**config.mk**
```make
export PLATFORM = sky130hd
export DESIGN_NAME = erttr_top
export DESIGN_NICKNAME = d
export VERILOG_FILES = /design/src/inc/erttr_pkg.sv /design/src/inc/erttr_zone_if.sv /design/src/erttr_pwm_out.sv /design/src/erttr_top.sv /design/src/erttr_zone_latch.sv
export VERILOG_INCLUDE_DIRS = /design/src /design/src/inc
export SDC_FILE = /design/constraint.sdc
export NUM_CORES = 1
export LEC_CHECK = 0
export BUFFER_PORTS_ARGS = -buffer_cell sky130_fd_sc_hd__buf_2
export CORE_AREA = 2 2 164 166
export DETAILED_ROUTE_END_ITERATION = 10
export DIE_AREA = 0 0 166 168
export GPL_TIMING_DRIVEN = 0
export SLEW_MARGIN = 20
export SYNTH_ARGS = -nofsm -noshare
export SYNTH_HDL_FRONTEND = slang
export SYNTH_SLANG_ARGS = --single-unit
```
**constraint.sdc**
```tcl
create_clock -name core_clk_i -period 2.57 [get_ports core_clk_i]
set_input_delay 0.257 -clock core_clk_i [delete_from_list [all_inputs] [get_ports core_clk_i]]
set_output_delay 0.257 -clock core_clk_i [all_outputs]
set_load 0.02 [all_outputs]
```
**src/inc/erttr_consts.svh**
```systemverilog
// Offsets, field positions, reset values and timing counts of the readout bank
`ifndef ERTTR_CONSTS_SVH
`define ERTTR_CONSTS_SVH

// ----------------------------------------------------------------
// Register offsets
// ----------------------------------------------------------------
`define ERTTR_OFS_PWM_B_DUTY_HIGH 8'h0F
`define ERTTR_OFS_EXT_BASE        8'h10
`define ERTTR_OFS_EXT_TOP         8'h1F
`define ERTTR_EXT_BASE_HI_NIB     4'h1

// ----------------------------------------------------------------
// Extended byte offsets
// ----------------------------------------------------------------
`define ERTTR_OFS_CPU1_A_RAW_LOW     8'h10
`define ERTTR_OFS_CPU1_A_RAW_HIGH    8'h11
`define ERTTR_OFS_CPU1_B_RAW_LOW     8'h12
`define ERTTR_OFS_CPU1_B_RAW_HIGH    8'h13
`define ERTTR_OFS_CPU2_A_RAW_LOW     8'h14
`define ERTTR_OFS_CPU2_A_RAW_HIGH    8'h15
`define ERTTR_OFS_CPU2_B_RAW_LOW     8'h16
`define ERTTR_OFS_CPU2_B_RAW_HIGH    8'h17
`define ERTTR_OFS_CPU1_A_SMOOTH_LOW  8'h18
`define ERTTR_OFS_CPU1_A_SMOOTH_HIGH 8'h19
`define ERTTR_OFS_CPU1_B_SMOOTH_LOW  8'h1A
`define ERTTR_OFS_CPU1_B_SMOOTH_HIGH 8'h1B
`define ERTTR_OFS_CPU2_A_SMOOTH_LOW  8'h1C
`define ERTTR_OFS_CPU2_A_SMOOTH_HIGH 8'h1D
`define ERTTR_OFS_CPU2_B_SMOOTH_LOW  8'h1E
`define ERTTR_OFS_CPU2_B_SMOOTH_HIGH 8'h1F

// ----------------------------------------------------------------
// Reset and special values
// ----------------------------------------------------------------
`define ERTTR_RST_BYTE            8'h00
`define ERTTR_FAULT_TEMP          8'h80

// ----------------------------------------------------------------
// Field layout
// ----------------------------------------------------------------
`define ERTTR_INT_W               8
`define ERTTR_FRAC_FULL_W         4
`define ERTTR_RAW_FRAC_W          1
`define ERTTR_SMOOTH_FRAC_W       4
`define ERTTR_ZONES               4
`define ERTTR_PAIRS               8

// ----------------------------------------------------------------
// Duty cycle generator
// ----------------------------------------------------------------
`define ERTTR_PWM_FULL            9'h100
`define ERTTR_PWM_STEP_CYC        8'h10

`endif

```
**src/inc/erttr_pkg.sv**
```systemverilog
// Types shared by the readout bank modules
`default_nettype none
package erttr_pkg;

  typedef logic [7:0] erttr_byte_t;

  typedef logic [11:0] erttr_sample_t;

  typedef enum logic {
    ERTTR_SRC_AUTO,
    ERTTR_SRC_OVERRIDE
  } erttr_pwm_src_t;

endpackage

`default_nettype wire

```
**src/inc/erttr_zone_if.sv**
```systemverilog
// Carrier between the bank and one byte-pair latch
`timescale 1ns/1ps
`default_nettype none

interface erttr_zone_if;
  logic                  sample_valid;
  logic                  fault;
  erttr_pkg::erttr_sample_t sample;
  erttr_pkg::erttr_byte_t   low;
  erttr_pkg::erttr_byte_t   high;

  modport src  (output sample_valid, output fault, output sample, input low, input high);
  modport sink (input sample_valid, input fault, input sample, output low, output high);
endinterface

`default_nettype wire

```
**src/erttr_pwm_out.sv**
```systemverilog
// Duty cycle generator for the second fan output
`timescale 1ns/1ps
`default_nettype none
`include "erttr_consts.svh"

module erttr_pwm_out (
  input  wire logic       core_clk_i,
  input  wire logic       rst_i,
  input  wire logic [8:0] duty_i,
  output logic            pwm_o
);

  logic [7:0] div_q;
  logic [7:0] div_d;
  logic [7:0] cnt_q;
  logic [7:0] cnt_d;
  logic [8:0] duty_q;
  logic [8:0] duty_d;
  logic       pwm_q;
  logic       pwm_d;
  logic       step;

  // ----------------------------------------------------------------
  // Step divider, counter and compare
  // ----------------------------------------------------------------
  always_comb begin
    step   = (div_q == 8'(`ERTTR_PWM_STEP_CYC - 8'h01));
    div_d  = step ? 8'h00 : 8'(div_q + 8'h01);
    cnt_d  = step ? 8'(cnt_q + 8'h01) : cnt_q;
    duty_d = duty_q;
    // New duty taken at the start of a period so no runt pulse appears
    if (step && (cnt_q == 8'hFF)) begin
      duty_d = (duty_i > `ERTTR_PWM_FULL) ? `ERTTR_PWM_FULL : duty_i;
    end
    pwm_d = (duty_q > {1'b0, cnt_q});
  end

  always_ff @(posedge core_clk_i) begin
    if (rst_i) begin
      div_q  <= 8'h00;
      cnt_q  <= 8'h00;
      duty_q <= 9'h000;
      pwm_q  <= 1'b0;
    end else begin
      div_q  <= div_d;
      cnt_q  <= cnt_d;
      duty_q <= duty_d;
      pwm_q  <= pwm_d;
    end
  end

  assign pwm_o = pwm_q;

endmodule

`default_nettype wire

```
**src/erttr_top.sv**
```systemverilog
// Extended-resolution temperature readout bank with second fan override byte
`timescale 1ns/1ps
`default_nettype none
`include "erttr_consts.svh"

module erttr_top (
  input  wire logic              core_clk_i,
  input  wire logic              rst_i,
  input  wire logic [7:0]        reg_addr_i,
  input  wire logic [7:0]        reg_wdata_i,
  input  wire logic              reg_wr_i,
  input  wire logic              reg_rd_i,
  output logic      [7:0]        reg_rdata_o,
  output logic                   reg_rvalid_o,
  input  wire logic [3:0]        raw_valid_i,
  input  wire logic [3:0][8:0]   raw_temp_i,
  input  wire logic [3:0]        smooth_valid_i,
  input  wire logic [3:0][11:0]  smooth_temp_i,
  input  wire logic [3:0]        diode_fault_i,
  input  wire logic              pwm_b_fine_override_enable_i,
  input  wire logic              pwm_b_override_duty_lsb_i,
  input  wire logic [7:0]        pwm_b_auto_duty_i,
  output logic      [7:0]        pwm_b_override_duty_upper_o,
  output logic      [7:0][7:0]   zone_temp_high_o,
  output logic                   fan_pwm_output_b_o
);

  // ----------------------------------------------------------------
  // Byte-pair latches
  // ----------------------------------------------------------------
  erttr_zone_if pair_if [`ERTTR_PAIRS] ();

  erttr_pkg::erttr_byte_t pair_low  [`ERTTR_PAIRS];
  erttr_pkg::erttr_byte_t pair_high [`ERTTR_PAIRS];

  for (genvar z = 0; z < `ERTTR_ZONES; z++) begin : g_zone
    // Raw pair: 8 integer bits and one half-degree bit
    assign pair_if[z].sample_valid = raw_valid_i[z];
    assign pair_if[z].fault        = diode_fault_i[z];
    assign pair_if[z].sample       = {raw_temp_i[z], 3'b000};
    // Smoothed pair comes from the spike filter engine outside
    assign pair_if[z+4].sample_valid = smooth_valid_i[z];
    assign pair_if[z+4].fault        = diode_fault_i[z];
    assign pair_if[z+4].sample       = smooth_temp_i[z];

    erttr_zone_latch #(.FRAC_W(`ERTTR_RAW_FRAC_W)) u_raw (
      .core_clk_i (core_clk_i),
      .rst_i      (rst_i),
      .zone       (pair_if[z])
    );

    erttr_zone_latch #(.FRAC_W(`ERTTR_SMOOTH_FRAC_W)) u_smooth (
      .core_clk_i (core_clk_i),
      .rst_i      (rst_i),
      .zone       (pair_if[z+4])
    );
  end

  for (genvar p = 0; p < `ERTTR_PAIRS; p++) begin : g_pair
    assign pair_low[p]  = pair_if[p].low;
    assign pair_high[p] = pair_if[p].high;
    // 8-bit zone registers elsewhere read these same flops
    assign zone_temp_high_o[p] = pair_if[p].high;
  end

  // ----------------------------------------------------------------
  // Address decode
  // ----------------------------------------------------------------
  logic       ovr_hit;
  logic       in_ext;
  logic [2:0] rd_pair;
  logic       rd_is_high;

  // One item per mapped byte; anything else reads as unmapped
  always_comb begin
    ovr_hit    = 1'b0;
    in_ext     = 1'b0;
    rd_pair    = 3'h0;
    rd_is_high = 1'b0;
    case (reg_addr_i)
      `ERTTR_OFS_PWM_B_DUTY_HIGH: begin
        ovr_hit    = 1'b1;
      end
      // Raw pairs
      `ERTTR_OFS_CPU1_A_RAW_LOW: begin
        in_ext     = 1'b1;
        rd_pair    = 3'h0;
        rd_is_high = 1'b0;
      end
      `ERTTR_OFS_CPU1_A_RAW_HIGH: begin
        in_ext     = 1'b1;
        rd_pair    = 3'h0;
        rd_is_high = 1'b1;
      end
      `ERTTR_OFS_CPU1_B_RAW_LOW: begin
        in_ext     = 1'b1;
        rd_pair    = 3'h1;
        rd_is_high = 1'b0;
      end
      `ERTTR_OFS_CPU1_B_RAW_HIGH: begin
        in_ext     = 1'b1;
        rd_pair    = 3'h1;
        rd_is_high = 1'b1;
      end
      `ERTTR_OFS_CPU2_A_RAW_LOW: begin
        in_ext     = 1'b1;
        rd_pair    = 3'h2;
        rd_is_high = 1'b0;
      end
      `ERTTR_OFS_CPU2_A_RAW_HIGH: begin
        in_ext     = 1'b1;
        rd_pair    = 3'h2;
        rd_is_high = 1'b1;
      end
      `ERTTR_OFS_CPU2_B_RAW_LOW: begin
        in_ext     = 1'b1;
        rd_pair    = 3'h3;
        rd_is_high = 1'b0;
      end
      `ERTTR_OFS_CPU2_B_RAW_HIGH: begin
        in_ext     = 1'b1;
        rd_pair    = 3'h3;
        rd_is_high = 1'b1;
      end

      // Smoothed pairs
      `ERTTR_OFS_CPU1_A_SMOOTH_LOW: begin
        in_ext     = 1'b1;
        rd_pair    = 3'h4;
        rd_is_high = 1'b0;
      end
      `ERTTR_OFS_CPU1_A_SMOOTH_HIGH: begin
        in_ext     = 1'b1;
        rd_pair    = 3'h4;
        rd_is_high = 1'b1;
      end
      `ERTTR_OFS_CPU1_B_SMOOTH_LOW: begin
        in_ext     = 1'b1;
        rd_pair    = 3'h5;
        rd_is_high = 1'b0;
      end
      `ERTTR_OFS_CPU1_B_SMOOTH_HIGH: begin
        in_ext     = 1'b1;
        rd_pair    = 3'h5;
        rd_is_high = 1'b1;
      end
      `ERTTR_OFS_CPU2_A_SMOOTH_LOW: begin
        in_ext     = 1'b1;
        rd_pair    = 3'h6;
        rd_is_high = 1'b0;
      end
      `ERTTR_OFS_CPU2_A_SMOOTH_HIGH: begin
        in_ext     = 1'b1;
        rd_pair    = 3'h6;
        rd_is_high = 1'b1;
      end
      `ERTTR_OFS_CPU2_B_SMOOTH_LOW: begin
        in_ext     = 1'b1;
        rd_pair    = 3'h7;
        rd_is_high = 1'b0;
      end
      `ERTTR_OFS_CPU2_B_SMOOTH_HIGH: begin
        in_ext     = 1'b1;
        rd_pair    = 3'h7;
        rd_is_high = 1'b1;
      end
      default: begin
        ovr_hit    = 1'b0;
        in_ext     = 1'b0;
        rd_pair    = 3'h0;
        rd_is_high = 1'b0;
      end
    endcase
  end

  // ----------------------------------------------------------------
  // Override high byte
  // ----------------------------------------------------------------
  erttr_pkg::erttr_byte_t duty_upper_q;
  erttr_pkg::erttr_byte_t duty_upper_d;

  always_comb begin
    duty_upper_d = duty_upper_q;
    if (reg_wr_i && ovr_hit) begin
      duty_upper_d = reg_wdata_i;
    end
    // Writes to 10h-1Fh fall through here untouched
  end

  always_ff @(posedge core_clk_i) begin
    if (rst_i) begin
      duty_upper_q <= `ERTTR_RST_BYTE;
    end else begin
      duty_upper_q <= duty_upper_d;
    end
  end

  assign pwm_b_override_duty_upper_o = duty_upper_q;

  // ----------------------------------------------------------------
  // Read path with low-then-high snapshot
  // ----------------------------------------------------------------
  erttr_pkg::erttr_byte_t rdata_q;
  erttr_pkg::erttr_byte_t rdata_d;
  logic                   rvalid_q;
  logic                   rvalid_d;
  erttr_pkg::erttr_byte_t snap_q;
  erttr_pkg::erttr_byte_t snap_d;
  logic [2:0]             snap_pair_q;
  logic [2:0]             snap_pair_d;
  logic                   snap_vld_q;
  logic                   snap_vld_d;

  always_comb begin
    rdata_d     = rdata_q;
    rvalid_d    = reg_rd_i;
    snap_d      = snap_q;
    snap_pair_d = snap_pair_q;
    snap_vld_d  = snap_vld_q;
    if (reg_rd_i) begin
      snap_vld_d = 1'b0;
      if (ovr_hit) begin
        rdata_d = duty_upper_q;
      end else if (in_ext && !rd_is_high) begin
        rdata_d     = pair_low[rd_pair];
        snap_d      = pair_high[rd_pair];
        snap_pair_d = rd_pair;
        snap_vld_d  = 1'b1;
      end else if (in_ext) begin
        if (snap_vld_q && (snap_pair_q == rd_pair)) begin
          rdata_d = snap_q;
        end else begin
          rdata_d = pair_high[rd_pair];
        end
      end else begin
        rdata_d = `ERTTR_RST_BYTE;
      end
    end
  end

  always_ff @(posedge core_clk_i) begin
    if (rst_i) begin
      rdata_q     <= `ERTTR_RST_BYTE;
      rvalid_q    <= 1'b0;
      snap_q      <= `ERTTR_RST_BYTE;
      snap_pair_q <= 3'h0;
      snap_vld_q  <= 1'b0;
    end else begin
      rdata_q     <= rdata_d;
      rvalid_q    <= rvalid_d;
      snap_q      <= snap_d;
      snap_pair_q <= snap_pair_d;
      snap_vld_q  <= snap_vld_d;
    end
  end

  assign reg_rdata_o  = rdata_q;
  assign reg_rvalid_o = rvalid_q;

  // ----------------------------------------------------------------
  // Second fan output
  // ----------------------------------------------------------------
  erttr_pkg::erttr_pwm_src_t pwm_src;
  logic [8:0]                pwm_duty;

  always_comb begin
    pwm_src  = pwm_b_fine_override_enable_i ? erttr_pkg::ERTTR_SRC_OVERRIDE : erttr_pkg::ERTTR_SRC_AUTO;
    case (pwm_src)
      erttr_pkg::ERTTR_SRC_OVERRIDE: pwm_duty = {duty_upper_q, pwm_b_override_duty_lsb_i};
      erttr_pkg::ERTTR_SRC_AUTO:     pwm_duty = {pwm_b_auto_duty_i, 1'b0};
      default:                       pwm_duty = 9'h000;
    endcase
  end

  erttr_pwm_out u_pwm (
    .core_clk_i (core_clk_i),
    .rst_i      (rst_i),
    .duty_i     (pwm_duty),
    .pwm_o      (fan_pwm_output_b_o)
  );

endmodule

`default_nettype wire

```
**src/erttr_zone_latch.sv**
```systemverilog
// One extended-resolution byte pair, loaded from a zone sample
`timescale 1ns/1ps
`default_nettype none
`include "erttr_consts.svh"

module erttr_zone_latch #(
  parameter int FRAC_W = 1
) (
  input  wire logic     core_clk_i,
  input  wire logic     rst_i,
  erttr_zone_if.sink    zone
);

  localparam logic [3:0] FRAC_MASK = 4'(4'hF << (`ERTTR_FRAC_FULL_W - FRAC_W));

  erttr_pkg::erttr_byte_t low_q;
  erttr_pkg::erttr_byte_t low_d;
  erttr_pkg::erttr_byte_t high_q;
  erttr_pkg::erttr_byte_t high_d;

  // ----------------------------------------------------------------
  // Pair update
  // ----------------------------------------------------------------
  always_comb begin
    low_d  = low_q;
    high_d = high_q;
    if (zone.sample_valid) begin
      if (zone.fault) begin
        high_d = `ERTTR_FAULT_TEMP;
        low_d  = `ERTTR_RST_BYTE;
      end else begin
        high_d = zone.sample[11:4];
        low_d  = {zone.sample[3:0] & FRAC_MASK, 4'h0};
      end
    end
  end

  // Both bytes load in one edge
  always_ff @(posedge core_clk_i) begin
    if (rst_i) begin
      low_q  <= `ERTTR_RST_BYTE;
      high_q <= `ERTTR_RST_BYTE;
    end else begin
      low_q  <= low_d;
      high_q <= high_d;
    end
  end

  assign zone.low  = low_q;
  assign zone.high = high_q;

endmodule

`default_nettype wire

```
Word level (Yosys, flattened, before mapping)
Cells that the tools add are included.

storage, ports and cells
  bits in registers = 183
  output and inout bits = 82
  bits of input ports = 126
  logic and storage cells = 105

operators by class
  bitwise gates (word level) = 3
  mux-type cells = 35
  reductions and logical operators = 16
  $add $sub $neg = 2
  eq/ne operators = 20
  magnitude comparators = 3

operator list
  operator                                                   count
  two-way mux 8 bit                                          24
  == test 8 x 5 -> 1 bit (second input constant)             16
  binary-select mux 8 bit (select 3 bit)                     2
  one-hot mux 3 bit (7 select lines)                         1
  one-hot mux 9 bit (2 select lines)                         1
  adder 8 x 1 -> 8 bit (second input constant)               2
  == test 8 x 4 -> 1 bit (second input constant)             2
  OR reduction 16 bit                                        1
  OR reduction 2 bit                                         8
  > comparator 9 x 8 -> 1 bit                                1
  > comparator 9 bit (second input constant)                 1
  two-way mux 9 bit                                          1
  == test 8 bit (second input constant)                      1
  OR reduction 8 bit                                         1
  two-way mux 1 bit                                          6
  greater-or-equal comparator 4 bit (second input constant)  1
  logical AND 1 bit                                          4
  NOT 3 -> 4 bit                                             1
  == test 3 bit                                              1
  AND reduction 3 bit                                        1
  NOT 1 bit                                                  2
  zero test 1 bit                                            1

Longest topological paths before layout
Gate-level depths: netlist of run 1.

  depth in word-level cells = 11
  depth in mapped cells = 8
  gate-level depth less buffers = 8

By module
From an unflattened synthesis of run 1, not the netlist that was laid out.

second synthesis, totals
  cell total of the unflattened synthesis = 942
  area total of the unflattened synthesis = 7953.9 um^2

modules (own cells, without submodules)
  module                                     sequential area each (um^2)  cells an instance  instances  area an instance (um^2)
  erttr_top                                  580.6                        383                1          2728.9
  erttr_zone_latch (g_zone[0].u_smooth ...)  240.2                        57                 4          541.8
  erttr_zone_latch (g_zone[0].u_raw ...)     180.2                        46                 4          444.2
  erttr_pwm_out                              520.5                        147                1          1281.2

Least setup slack after synthesis of run 1
No wires, ideal clock.

  path kind = reg2reg
  start = reg u_pwm.div_q[7]
  end = reg u_pwm.duty_q[7]
  data required time = 2500 ps
  setup time = 70 ps
  cell stages (with the launch flop) = 8
  arrival time = 1703 ps
  path buffers = 1
  setup slack = 797 ps
  clock period less this slack = 1773 ps
  cells stage by stage = dfxtp_1 > or4_4 > nor2_4 > and2_2 > nand3_1 > buf_4 > or2_0 > a21oi_1

on the way
  word-level cells in the longest chain between the ends = 2

RTL lines
  item                    line                 text
  start, declared         erttr_pwm_out.sv:13  logic [7:0] div_q;
  start signal, assigned  erttr_pwm_out.sv:45  div_q <= div_d;
  == test 8 x 4 -> 1 bit  erttr_pwm_out.sv:27  step = (div_q == 8'(`ERTTR_PWM_STEP_CYC - 8'h01));
  logical AND 1 bit       erttr_pwm_out.sv:32  if (step && (cnt_q == 8'hFF)) begin
  end signal, assigned    erttr_pwm_out.sv:47  duty_q <= duty_d;
  end, declared           erttr_pwm_out.sv:17  logic [8:0] duty_q;

Every way passes these cells.
A chain may end at the register's enable or synchronous reset.

Worst setup path in the final report of run 1
Same ends and word-level chain as after synthesis.

==> results.md, run 1 <==
- Outcome: finished clean
- Horiz. Die Dim: 166 um
- Maximum clock frequency: 512 MHz
- Starting DRT DRC Count: 372
- Global-route wire length before repair: 35600 um
- Final critical-path share of the clock period: 76.0%
- Total of hold buffers inserted after clock tree synthesis: 0
- Number of nets with antenna violations after routing: 0
- Cell leakage power: 0.00364 uW
- Detailed-route wire length per cell: 17.5 um
- Launch instance of the worst register-to-register path: u_pwm.div_q[7]
- Tightest slew margin relative to the limit: 44.0%
- Power per cell area: 621 mW/mm^2
- H-tree level count: 4
- Worst slew pin tran: 0.839 ns
- Count of TritonRoute iterations in the first routing pass: 5
- Overall track demand over capacity in global routing: 16.7%
- Total Die Area: 0.0279 mm^2
- Fraction of post-synthesis cell area in the top cell type by area: 43.1%
- Worst hold path startpoint: smooth_temp_i[41]
- Syn Std Cell Area: 0.00645 mm^2
- Leading post-synthesis cells by cell area: sky130_fd_sc_hd__dfxtp_1, sky130_fd_sc_hd__nor2_1, sky130_fd_sc_hd__nor2b_1
- Sum of net half-perimeters after detailed placement: 18700 um
- Setup total negative slack: 0 ns
- Count of mapped cells out of synthesis: 767
- Critical path endpoint category: flop
- WHS Endpoint: g_zone[3].u_smooth.zone.high[1]
- Number of flops mapped to enable cells by yosys: 0
- Count of warnings emitted by yosys: 0
- Per-cell via count in the routed design: 4.68
- Time the final worst path needs with I/O delays and setup: 1.95 ns
- Count of state elements after synthesis: 139
- Primary FF master, synth: sky130_fd_sc_hd__dfxtp_1
- Vias in the first global route: 6048
- Worst reg-to-reg setup slack: 0.62 ns
- Net count of the mapped netlist: 903
- Launching element type of the critical path: flop
- Number of distinct library cells after synthesis: 60
- Sw Share: 26.0%
- Critical path peak fanout: 10
- Antenna violations before repair: 3
- Effective utilization at floorplan: 24.5%
- Post-CTS Setup Repair Bufs: 0
- Library cell occupying the most area in the post-synthesis netlist: sky130_fd_sc_hd__dfxtp_1
- Max VDD drop: 0.403 mV
- Cell row count: 60
- Post-CTS resize count: 0
- Combinational Power Share: 11.3%
- Synthesis-to-layout area growth: 31.5%
- Fraction of the yosys area taken by sequential cells: 43.1%
- Path category of the worst min-delay check: input pin to flop
- Tightest hold margin: 0.0620 ns
- Maximum capacitance violations: 0
- FFs w/ async S/R, synth: 0%
- Share of cells above drive strength 1: 26.1%
- Internal: 3900 uW
- End of the worst register-to-register path: u_pwm.duty_q[7]
- CTS tree: done
- Clock group share of total power: 45.5%
- Class of the most critical setup path: flop to flop
- Placer Congestion: 0.893
- Source-to-sink clock delay at the later pin of the worst-skew pair: 0.43 ns
- Placeable core region: 0.0264 mm^2
- Sink count of the clock tree: 139
- Hold Crit Depth: 3
- Number of nets in the layout: 1127
- RSZ-0062 raised after global routing: no
- Overflow after GRT: 0
- Top Ports: 208
- Number of vias after detailed routing: 6303
- Worst R2R Path Depth: 7
- DRC viols: 0
- Pins Over Slew Limit: 0
- Pin count of the biggest net entering global routing: 17
- Mean instance size in the synthesized netlist: 8.41 um^2
- Count of port buffers added during placement: 205
- Post-Route Skew: 0.0120 ns
- Total of endpoints with negative setup slack in the final report: 0
- Number of hold-slack violations in the final timing report: 0
- Total Wirelength: 23600 um
- Power dissipated by switching net loads: 1370 uW
- Critical path data arrival time: 2.31 ns
- Sequential fraction of design power: 43.2%
- Die height: 168 um
- Number of buffers created by CTS: 17
- Clock-pin slew reported for the worst setup and hold paths after clock tree synthesis: 0.06 ns
- Critical path data required time: 2.93 ns
- Buffer cell driving the clock tree root: sky130_fd_sc_hd__clkbuf_16
- Buffer depth of the longest clock path: 2
==> through the flow <==
step | utilization (%) | instance area [um^2] | total power [uW] | cells | setup slack [ns]
6_report | 32.2 | 8480 | 5270 | 1347 | 0.617
2_1_floorplan | - | 6450 | 2630 | 767 | 0.797
4_1_cts | 32.2 | 8470 | 5310 | 1344 | 0.619
3_5_place_dp | 30.0 | 7910 | 2910 | 1313 | 0.204
3_3_place_gp | 30.0 | 7910 | 2910 | 1313 | 0.215
5_1_grt | 32.2 | 8480 | 5450 | 1347 | 0.493
==> critical path, stage by stage (launching register included) <==
cell	delay, ns
sky130_fd_sc_hd__dfxtp_1	0.32
sky130_fd_sc_hd__or4_4	0.55
sky130_fd_sc_hd__nor2_4	0.14
sky130_fd_sc_hd__and2_2	0.21
sky130_fd_sc_hd__nand3_1	0.12
sky130_fd_sc_hd__buf_4	0.20
sky130_fd_sc_hd__or2_0	0.22
sky130_fd_sc_hd__a21oi_1	0.12
==> cell usage after synthesis (3+ instances only) <==
cell type / n
sky130_fd_sc_hd__nand2b_1: 6
sky130_fd_sc_hd__a221oi_1: 9
sky130_fd_sc_hd__a32o_1: 6
sky130_fd_sc_hd__a31oi_1: 6
sky130_fd_sc_hd__o21a_1: 3
sky130_fd_sc_hd__o221ai_1: 5
sky130_fd_sc_hd__o22ai_1: 16
sky130_fd_sc_hd__buf_1: 8
sky130_fd_sc_hd__and2_1: 4
sky130_fd_sc_hd__nor3_1: 8
sky130_fd_sc_hd__nand3_1: 18
sky130_fd_sc_hd__nand2_1: 33
sky130_fd_sc_hd__inv_1: 26
sky130_fd_sc_hd__o21ai_1: 5
sky130_fd_sc_hd__a2bb2oi_1: 7
sky130_fd_sc_hd__a21oi_1: 88
sky130_fd_sc_hd__clkbuf_1: 29
sky130_fd_sc_hd__dfxtp_1: 139
sky130_fd_sc_hd__nor2_1: 135
sky130_fd_sc_hd__ha_1: 10
sky130_fd_sc_hd__xnor2_1: 11
sky130_fd_sc_hd__xor2_1: 3
sky130_fd_sc_hd__a211oi_1: 6
sky130_fd_sc_hd__nor2b_1: 80
sky130_fd_sc_hd__o21ai_0: 8
sky130_fd_sc_hd__or3_1: 3
sky130_fd_sc_hd__nand4_1: 3
sky130_fd_sc_hd__buf_2: 8
sky130_fd_sc_hd__a311oi_1: 3
sky130_fd_sc_hd__nand3b_1: 4
sky130_fd_sc_hd__a22oi_1: 3
sky130_fd_sc_hd__and3_1: 4
sky130_fd_sc_hd__mux2i_1: 32
sky130_fd_sc_hd__a311o_1: 5
==> cell families after synthesis <==
family | after synthesis | synth area share, %
simple gates | 315 | 24.7
compound gates | 178 | 17.4
xor+xnor | 15 | 2.15
fa+ha+maj | 10 | 1.94
buf+inv | 74 | 4.63
flops | 139 | 43.1
mux | 36 | 6.01
==> worst max-delay path by stage <==
stage                              start                             end  slack [ns]
after floorplan           u_pwm.div_q[7]                 u_pwm.duty_q[7]        0.80
after global placement     reg_addr_i[5]  pwm_b_override_duty_upper_o[6]        0.22
after detailed placement   reg_addr_i[3]                  reg_rdata_o[2]        0.20
after CTS                 u_pwm.div_q[7]                 u_pwm.duty_q[7]        0.62
after global routing       reg_addr_i[5]  pwm_b_override_duty_upper_o[3]        0.49
final                     u_pwm.div_q[7]                 u_pwm.duty_q[7]        0.62
==> power by group through the flow <==
stage	Combinational, uW	Clock [uW]	Sequential (uW)
floorplan	265	0	2360
global placement	587	0	2320
detailed placement	591	0	2320
CTS	593	2440	2280
global route	645	2520	2280
finish	593	2400	2280
==> state kept, by name (all words and copies together) (netlist names), 4 cells and up <==
signal and flops:
g_zone.u_raw.zone.high 32, g_zone.u_smooth.zone.high 32, g_zone.u_smooth.zone.low 16, u_pwm.duty_q 9, pwm_b_override_duty_upper_o 8, reg_rdata_o 8
snap_q 8, u_pwm.cnt_q 8, u_pwm.div_q 8, g_zone.u_raw.zone.low 4
==> area by class of cell <==
type / instances / area [um^2]
flip-flops and latches: 139 / 2780
multi-input cells: 554 / 3370
fillers: 2825 / 17900
clock buffers: 20 / 447
diodes: 3 / 7.51
repair buffers: 205 / 1030
inverters: 27 / 101
well taps: 341 / 427
clock inverters: 11 / 123
plain buffers: 47 / 198
==> placed cells by master (no fill, tap or decap), drive strengths merged, types with 8 or more instances in the layout <==
master,Yosys,routed
dfxtp,139,139
o21ai,13,13
ha,10,10
clkbuf,29,49
inv,27,27
nor2b,80,80
a221oi,9,9
buf,18,223
nand2,34,34
xnor2,11,11
a21oi,88,88
o22ai,16,16
mux2i,32,32
nor3,8,8
nor2,137,137
nand3,18,18
==> metal layers <==
layer  wire [um]  GRT usage (%)  up-vias
met1       11000           21.7     2979
met5           0              0        -
met3        1020           3.24       33
li1            -              -     3107
met4         540           5.97        0
met2       11100           27.5      184
Power figures use the tool's default switching activity.
==> run 2, diff against run 1 <==
==> constraint.sdc (replaced) <==
create_clock -name core_clk_i -period 1.8 [get_ports core_clk_i]
set_input_delay 0.18 -clock core_clk_i [delete_from_list [all_inputs] [get_ports core_clk_i]]
set_output_delay 0.18 -clock core_clk_i [all_outputs]
set_load 0.02 [all_outputs]
==> results.md, run 2 (same netlist as run 1, synthesis figures left out) <==
- Outcome: finished clean
- Area used by sequential logic in the layout: 0.00279 mm^2 (+0.13%)
- Critical path endpoint category: flop
- Effective utilization at floorplan: 24.5% (unchanged)
- Buffer depth of the longest clock path: 2 (unchanged)
- Top Ports: 208 (unchanged)
- Power, Total: 7670 uW (+46%)
- Critical path data required time: 2.16 ns (-0.77 ns)
- Maximum capacitance violations: 0 (unchanged)
- Pin count of the biggest net entering global routing: 17 (unchanged)
- Area of the multi-input gates: 0.00340 mm^2 (+1.0%)
- Placer Congestion: 0.893 (unchanged)
- Final setup slack of the worst path: 0.0212 ns (-0.596 ns)
- Most frequent cells in the layout: sky130_fd_sc_hd__buf_2, sky130_fd_sc_hd__dfxtp_1, sky130_fd_sc_hd__nor2_1
- Critical path peak fanout: 3 (-7)
- Cell row count: 60 (unchanged)
- Total Die Area: 0.0279 mm^2 (unchanged)
- Cell leakage power: 0.00401 uW (+10%)
- Horiz. Die Dim: 166 um (unchanged)
- Detailed-route wire length per cell: 17.4 um (-0.98%)
- Maximum clock frequency: 562 MHz (+9.8%)
- Worst slew pin tran: 0.848 ns (+0.00818 ns)
- Tightest slew margin relative to the limit: 43.5% (-0.55 points)
- Count of TritonRoute iterations in the first routing pass: 7 (+2)
- Count of placed standard cells in the final layout, fillers left out: 1431 (+6.2%)
- Post-placement cell count: 1313 (unchanged)
- Vias in the first global route: 6590 (+9.0%)
- Max VDD drop: 0.575 mV (+43%)
- Overall track demand over capacity in global routing: 17.4% (+0.70 points)
- RSZ-0062 raised after global routing: yes
- Placeable core region: 0.0264 mm^2 (unchanged)
- Number of hold-slack violations in the final timing report: 0 (unchanged)
- Number of nets in the layout: 1210 (+7.4%)
- Global-route wire length before repair: 37400 um (+5.1%)
- Source-to-sink clock delay at the later pin of the worst-skew pair: 0.43 ns (about the same)
- Design Area, Final: 0.00936 mm^2 (+10%)
- Class of the most critical setup path: flop to flop
- Pins Over Slew Limit: 0 (unchanged)
- Total Wirelength: 24900 um (+5.2%)
- Antenna violations before repair: 4 (+1)
- Power per cell area: 819 mW/mm^2 (+32%)
- Starting DRT DRC Count: 438 (+18%)
- Path category of the worst min-delay check: input pin to flop
- Buffer cell driving the clock tree root: sky130_fd_sc_hd__clkbuf_16
- Critical path data arrival time: 2.14 ns (-0.17 ns)
- Post-Route Skew: 0.0101 ns (-0.00191 ns)
- Final critical-path share of the clock period: 98.8% (+23 points)
- Sum of net half-perimeters after detailed placement: 18700 um (unchanged)
- CTS tree: done
- Share of cells above drive strength 1: 25.6% (-0.52 points)
- Per-cell via count in the routed design: 4.70 (+0.54%)
- Overflow after GRT: 0 (unchanged)
- Synthesis-to-layout area growth: 45.0%
- Placed standard-cell area: 0.00791 mm^2 (unchanged)
- Sink count of the clock tree: 139 (unchanged)
- Launching element type of the critical path: flop
- Number of vias after detailed routing: 6732 (+6.8%)
- Fillcell total: 2733 (-3.3%)
- Number of nets with antenna violations after routing: 0 (unchanged)
- Post-Place Setup Slack: -0.489 ns (-0.693 ns)
- Count of port buffers added during placement: 205 (unchanged)
- Number of buffers created by CTS: 17 (unchanged)
- DRC viols: 0 (unchanged)
- Die height: 168 um (unchanged)
- Total of endpoints with negative setup slack in the final report: 0 (unchanged)
- Tightest hold margin: 0.0130 ns (-0.0490 ns)
- Time the final worst path needs with I/O delays and setup: 1.78 ns (-0.174 ns)
- Clock-pin slew reported for the worst setup and hold paths after clock tree synthesis: 0.06 ns (about the same)
- Leading cell type in the layout, fill and taps excluded: sky130_fd_sc_hd__buf_2
- H-tree level count: 4 (unchanged)
[run 2: changes by cell type in the layout (fill, tap and decap cells not counted), sizes merged]
| cell | delta |
|---|---|
| clkbuf | +2 |
| buf | +5 |
| dlygate4sd3 | +76 |
| diode | +1 |
[run 2: worst paths after layout]
kind / from / to / slack (ns) / cells after the start
worst min register to register: u_pwm.div_q[0] / u_pwm.div_q[0] / 0.45 / 1
worst max register to register: u_pwm.div_q[4] / u_pwm.duty_q[0] / 0.02 / 6
worst min-delay path: smooth_temp_i[24] / g_zone[2].u_smooth.zone.low[4] / 0.01 / 3
worst max-delay path: u_pwm.div_q[4] / u_pwm.duty_q[0] / 0.02 / 6
[run 2: layout make-up]
class | count | share of cell area, %
antenna | 4 | 0.107
buffer | 47 | 2.22
clock buffer | 20 | 4.77
clock inverter | 11 | 1.31
inverter | 27 | 1.08
multi-input combinational | 554 | 36.4
sequential | 139 | 29.8
tap | 341 | 4.56
timing repair buffer | 288 | 19.8
[run 2: timing repair]
action                                  CTS  global route
buffers inserted                          4             2
pin swaps                                 5             5
cloned                                    1             0
hold buffers                             76             0
endpoints found under the setup margin   20            18
endpoints found under the hold margin    76             0
gates resized for setup                   7             8
[run 2: metal layers]
metal,GRT usage (%),wire (um),up-vias
met5,0,0,-
met4,6.73,611,0
met3,3.43,1060,42
met2,29.3,11900,201
met1,21.9,11300,3217
li1,-,-,3272
[run 2: power breakdown]
part	switching, uW	internal (uW)	total (uW)
registers	79.4	3170	3250
logic	546	442	989
clock network	1370	2060	3430
[run 2: through the flow]
step / TNS, ns / utilization (%)
after CTS: 0 / 35.3
after floorplan: 0 / -
after global routing: -0.199 / 35.5
after global placement: -9.53 / 30.0
after detailed placement: -9.60 / 30.0
final: 0 / 35.5
[run 2: critical path: stages, from the launching register on]
cell                      delay [ns]
sky130_fd_sc_hd__dfxtp_2        0.32
sky130_fd_sc_hd__or4_4          0.54
sky130_fd_sc_hd__nor2_4         0.11
sky130_fd_sc_hd__and2_4         0.17
sky130_fd_sc_hd__nand3_4        0.08
sky130_fd_sc_hd__or3_1          0.37
sky130_fd_sc_hd__a21oi_2        0.11
==> run 3, diff against run 2 <==
--- a/config.mk
+++ b/config.mk
@@ -7,11 +7,12 @@
 export NUM_CORES = 1
 export LEC_CHECK = 0
 export BUFFER_PORTS_ARGS = -buffer_cell sky130_fd_sc_hd__buf_2
-export CORE_AREA = 2 2 164 166
+export CORE_AREA = 2 2 182 184
 export DETAILED_ROUTE_END_ITERATION = 10
-export DIE_AREA = 0 0 166 168
+export DIE_AREA = 0 0 184 186
 export GPL_TIMING_DRIVEN = 0
 export SLEW_MARGIN = 20
 export SYNTH_ARGS = -nofsm -noshare
 export SYNTH_HDL_FRONTEND = slang
+export SYNTH_HIERARCHICAL = 1
 export SYNTH_SLANG_ARGS = --single-unit
==> results.md, run 3 <==
- Outcome: finished, violations left
- Violated checks: negative setup slack
- Count of placed standard cells in the final layout, fillers left out: 1633 (+14%)
- Number of vias after detailed routing: 7689 (+14%)
- Number of nets in the layout: 1349 (+11%)
- Buffer depth of the longest clock path: 2 (unchanged)
- Total Die Area: 0.0342 mm^2 (+23%)
- Sink count of the clock tree: 139 (unchanged)
- Detailed-route wire length per cell: 16.8 um (-3.4%)
- Maximum single-stage delay on the critical path: 0.56 ns (+0.02 ns)
- Mean instance size in the synthesized netlist: 8.45 um^2 (+0.43%)
- Pin count of the biggest net entering global routing: 21 (+4)
- Placeable core region: 0.0322 mm^2 (+22%)
- Post-placement cell count: 1587 (+21%)
- Clock-pin slew reported for the worst setup and hold paths after clock tree synthesis: 0.06 ns (about the same)
- Count of port buffers added during placement: 202 (-1.5%)
- Sum of net half-perimeters after detailed placement: 21500 um (+15%)
- Hold Crit Depth: 3 (unchanged)
- Critical path endpoint category: flop
- Total of endpoints with negative setup slack in the final report: 3 (+3)
- Maximum capacitance violations: 0 (unchanged)
- Critical path data required time: 2.16 ns (about the same)
- Design Area, Final: 0.0104 mm^2 (+11%)
- Most Frequent Cell on Critical Path: sky130_fd_sc_hd__or4_4
- Top Ports: 208 (unchanged)
- Synthesis-to-layout area growth: 31.0%
- Source-to-sink clock delay at the later pin of the worst-skew pair: 0.43 ns (about the same)
- Per-cell via count in the routed design: 4.71 (about the same)
- Effective utilization at floorplan: 24.7% (+0.20 points)
- Final setup slack of the worst path: -0.113 ns (-0.135 ns)
- DRC viols: 0 (unchanged)
- RSZ-0062 raised after global routing: yes
- Overflow after GRT: 0 (unchanged)
- Die height: 186 um (+11%)
- Area of the multi-input gates: 0.00463 mm^2 (+36%)
- Count of TritonRoute iterations in the first routing pass: 5 (-2)
- Syn Std Cell Area: 0.00795 mm^2 (+23%)
- Max VDD drop: 0.589 mV (+2.3%)
- Class of the most critical setup path: flop to flop
- Maximum clock frequency: 523 MHz (-7.0%)
- Cell row count: 66 (+10%)
- Total Wirelength: 27400 um (+10%)
- Global-route wire length before repair: 40900 um (+9.2%)
- Number of nets with antenna violations after routing: 0 (unchanged)
- Pins Over Slew Limit: 0 (unchanged)
- Count of buffering cells on the critical path with inverters included: 0 (unchanged)
- Fillcell total: 3415 (+25%)
- Placer Congestion: 0.830 (-7.1%)
- Overall track demand over capacity in global routing: 15.8% (-1.6 points)
- Vias in the first global route: 7237 (+9.8%)
- Tightest slew margin relative to the limit: 55.7% (+12 points)
- Horiz. Die Dim: 184 um (+11%)
- Time the final worst path needs with I/O delays and setup: 1.91 ns (+0.135 ns)
- Number of buffers created by CTS: 17 (unchanged)
- Final critical-path share of the clock period: 106% (+7.5 points)
- H-tree level count: 4 (unchanged)
- Post-Place Setup Slack: -0.626 ns (-0.138 ns)
- Highest-delay cell along the critical path: sky130_fd_sc_hd__or4_4
- Antenna violations before repair: 3 (-1)
- Sequence of cells on the critical path: or4_4 -> or4_4 -> or3_4 -> a21oi_2
- Launching element type of the critical path: flop
- Area used by sequential logic in the layout: 0.00279 mm^2 (about the same)
- Worst R2R Path Depth: 4 (-2)
- Cell leakage power: 0.00420 uW (+4.8%)
- Count of warnings emitted by yosys: 6 (+6)
- Buffer cell driving the clock tree root: sky130_fd_sc_hd__clkbuf_16
- Starting DRT DRC Count: 342 (-22%)
- Total stage count of the critical path: 4 (-2)
- Number of hold-slack violations in the final timing report: 0 (unchanged)
- Count of mapped cells out of synthesis: 941 (+23%)
- Largest delay contributor family on the critical path: simple AND/OR/NAND/NOR gates
- Post-Route Skew: 0.00998 ns (-0.000129 ns)
- Placed standard-cell area: 0.00962 mm^2 (+22%)
- Most frequent cells in the layout: sky130_fd_sc_hd__buf_2, sky130_fd_sc_hd__a21oi_1, sky130_fd_sc_hd__dfxtp_1
- Path category of the worst min-delay check: input pin to flop
- Critical path data arrival time: 2.27 ns (+0.13 ns)
- Worst slew pin tran: 0.664 ns (-0.183 ns)
- Leading cell type in the layout, fill and taps excluded: sky130_fd_sc_hd__buf_2
- CTS tree: done
- Power per cell area: 735 mW/mm^2 (-10%)
- Critical path peak fanout: 5 (+2)
- Share of cells above drive strength 1: 34.8% (+9.2 points)
run 3: cell type report:
class | instances | share of cell area (%)
antenna | 1 | 0.0240
buffer | 105 | 6.68
clock buffer | 20 | 4.38
clock inverter | 10 | 0.925
inverter | 25 | 0.901
multi-input combinational | 707 | 44.5
sequential | 139 | 26.8
tap | 408 | 4.90
timing repair buffer | 218 | 11.0
run 3: worst reg2reg max path, delay by kind of cell, from the launching register on:
family | cells | cell delay (ns)
and+or+nand+nor | 3 | 1.41
AOI/OAI and AO/OA | 1 | 0.13
DFF | 1 | 0.32
run 3: worst paths after layout:
path	slack (ns)	startpoint	to
worst min-delay path	0.02	smooth_temp_i[9]	g_zone[0].u_smooth/zone.high[5]
worst max-delay path	-0.11	u_pwm/div_q[6]	u_pwm/cnt_q[5]
worst max register to register	-0.11	u_pwm/div_q[6]	u_pwm/cnt_q[5]
worst min register to register	0.46	snap_q[2]	snap_q[2]
run 3: timing repair:
item | CTS | global route
endpoints found under the hold margin | 5 | 0
endpoints found under the setup margin | 19 | 34
pin swaps | 3 | 6
hold buffers | 5 | 0
setup buffers | 4 | 7
gates resized for setup | 13 | 23
run 3: per-layer routing:
metal / vias to the layer above / global-route usage [%] / share of wire, %
li1: 3796 / - / -
met1: 3628 / 19.6 / 44
met2: 232 / 26.7 / 48
met3: 29 / 4.09 / 5.4
met4: 4 / 4.83 / 1.8
met5: - / 0 / 0.098
run 3: metrics by stage:
stage | total power [uW] | TNS [ns] | utilization, % | hold slack [ns]
floorplan | 3920 | -0.217 | - | 0.245
global placement | 4330 | -12.74 | 29.9 | 0.436
detailed placement | 4340 | -12.72 | 29.9 | 0.444
CTS | 7730 | -0.788 | 32.0 | 0.000959
global route | 7960 | -1.07 | 32.3 | 0.00631
finish | 7660 | -0.210 | 32.3 | 0.0194
run 3: power by group:
part / switching (uW) / total (uW) / leakage, uW / internal (uW)
Sequential: 91.6 / 3260 / 0.00113 / 3170
Clock: 1400 / 3360 / 0.000260 / 1960
Combinational: 563 / 1040 / 0.00281 / 478
Total: 2060 / 7660 / 0.00420 / 5600
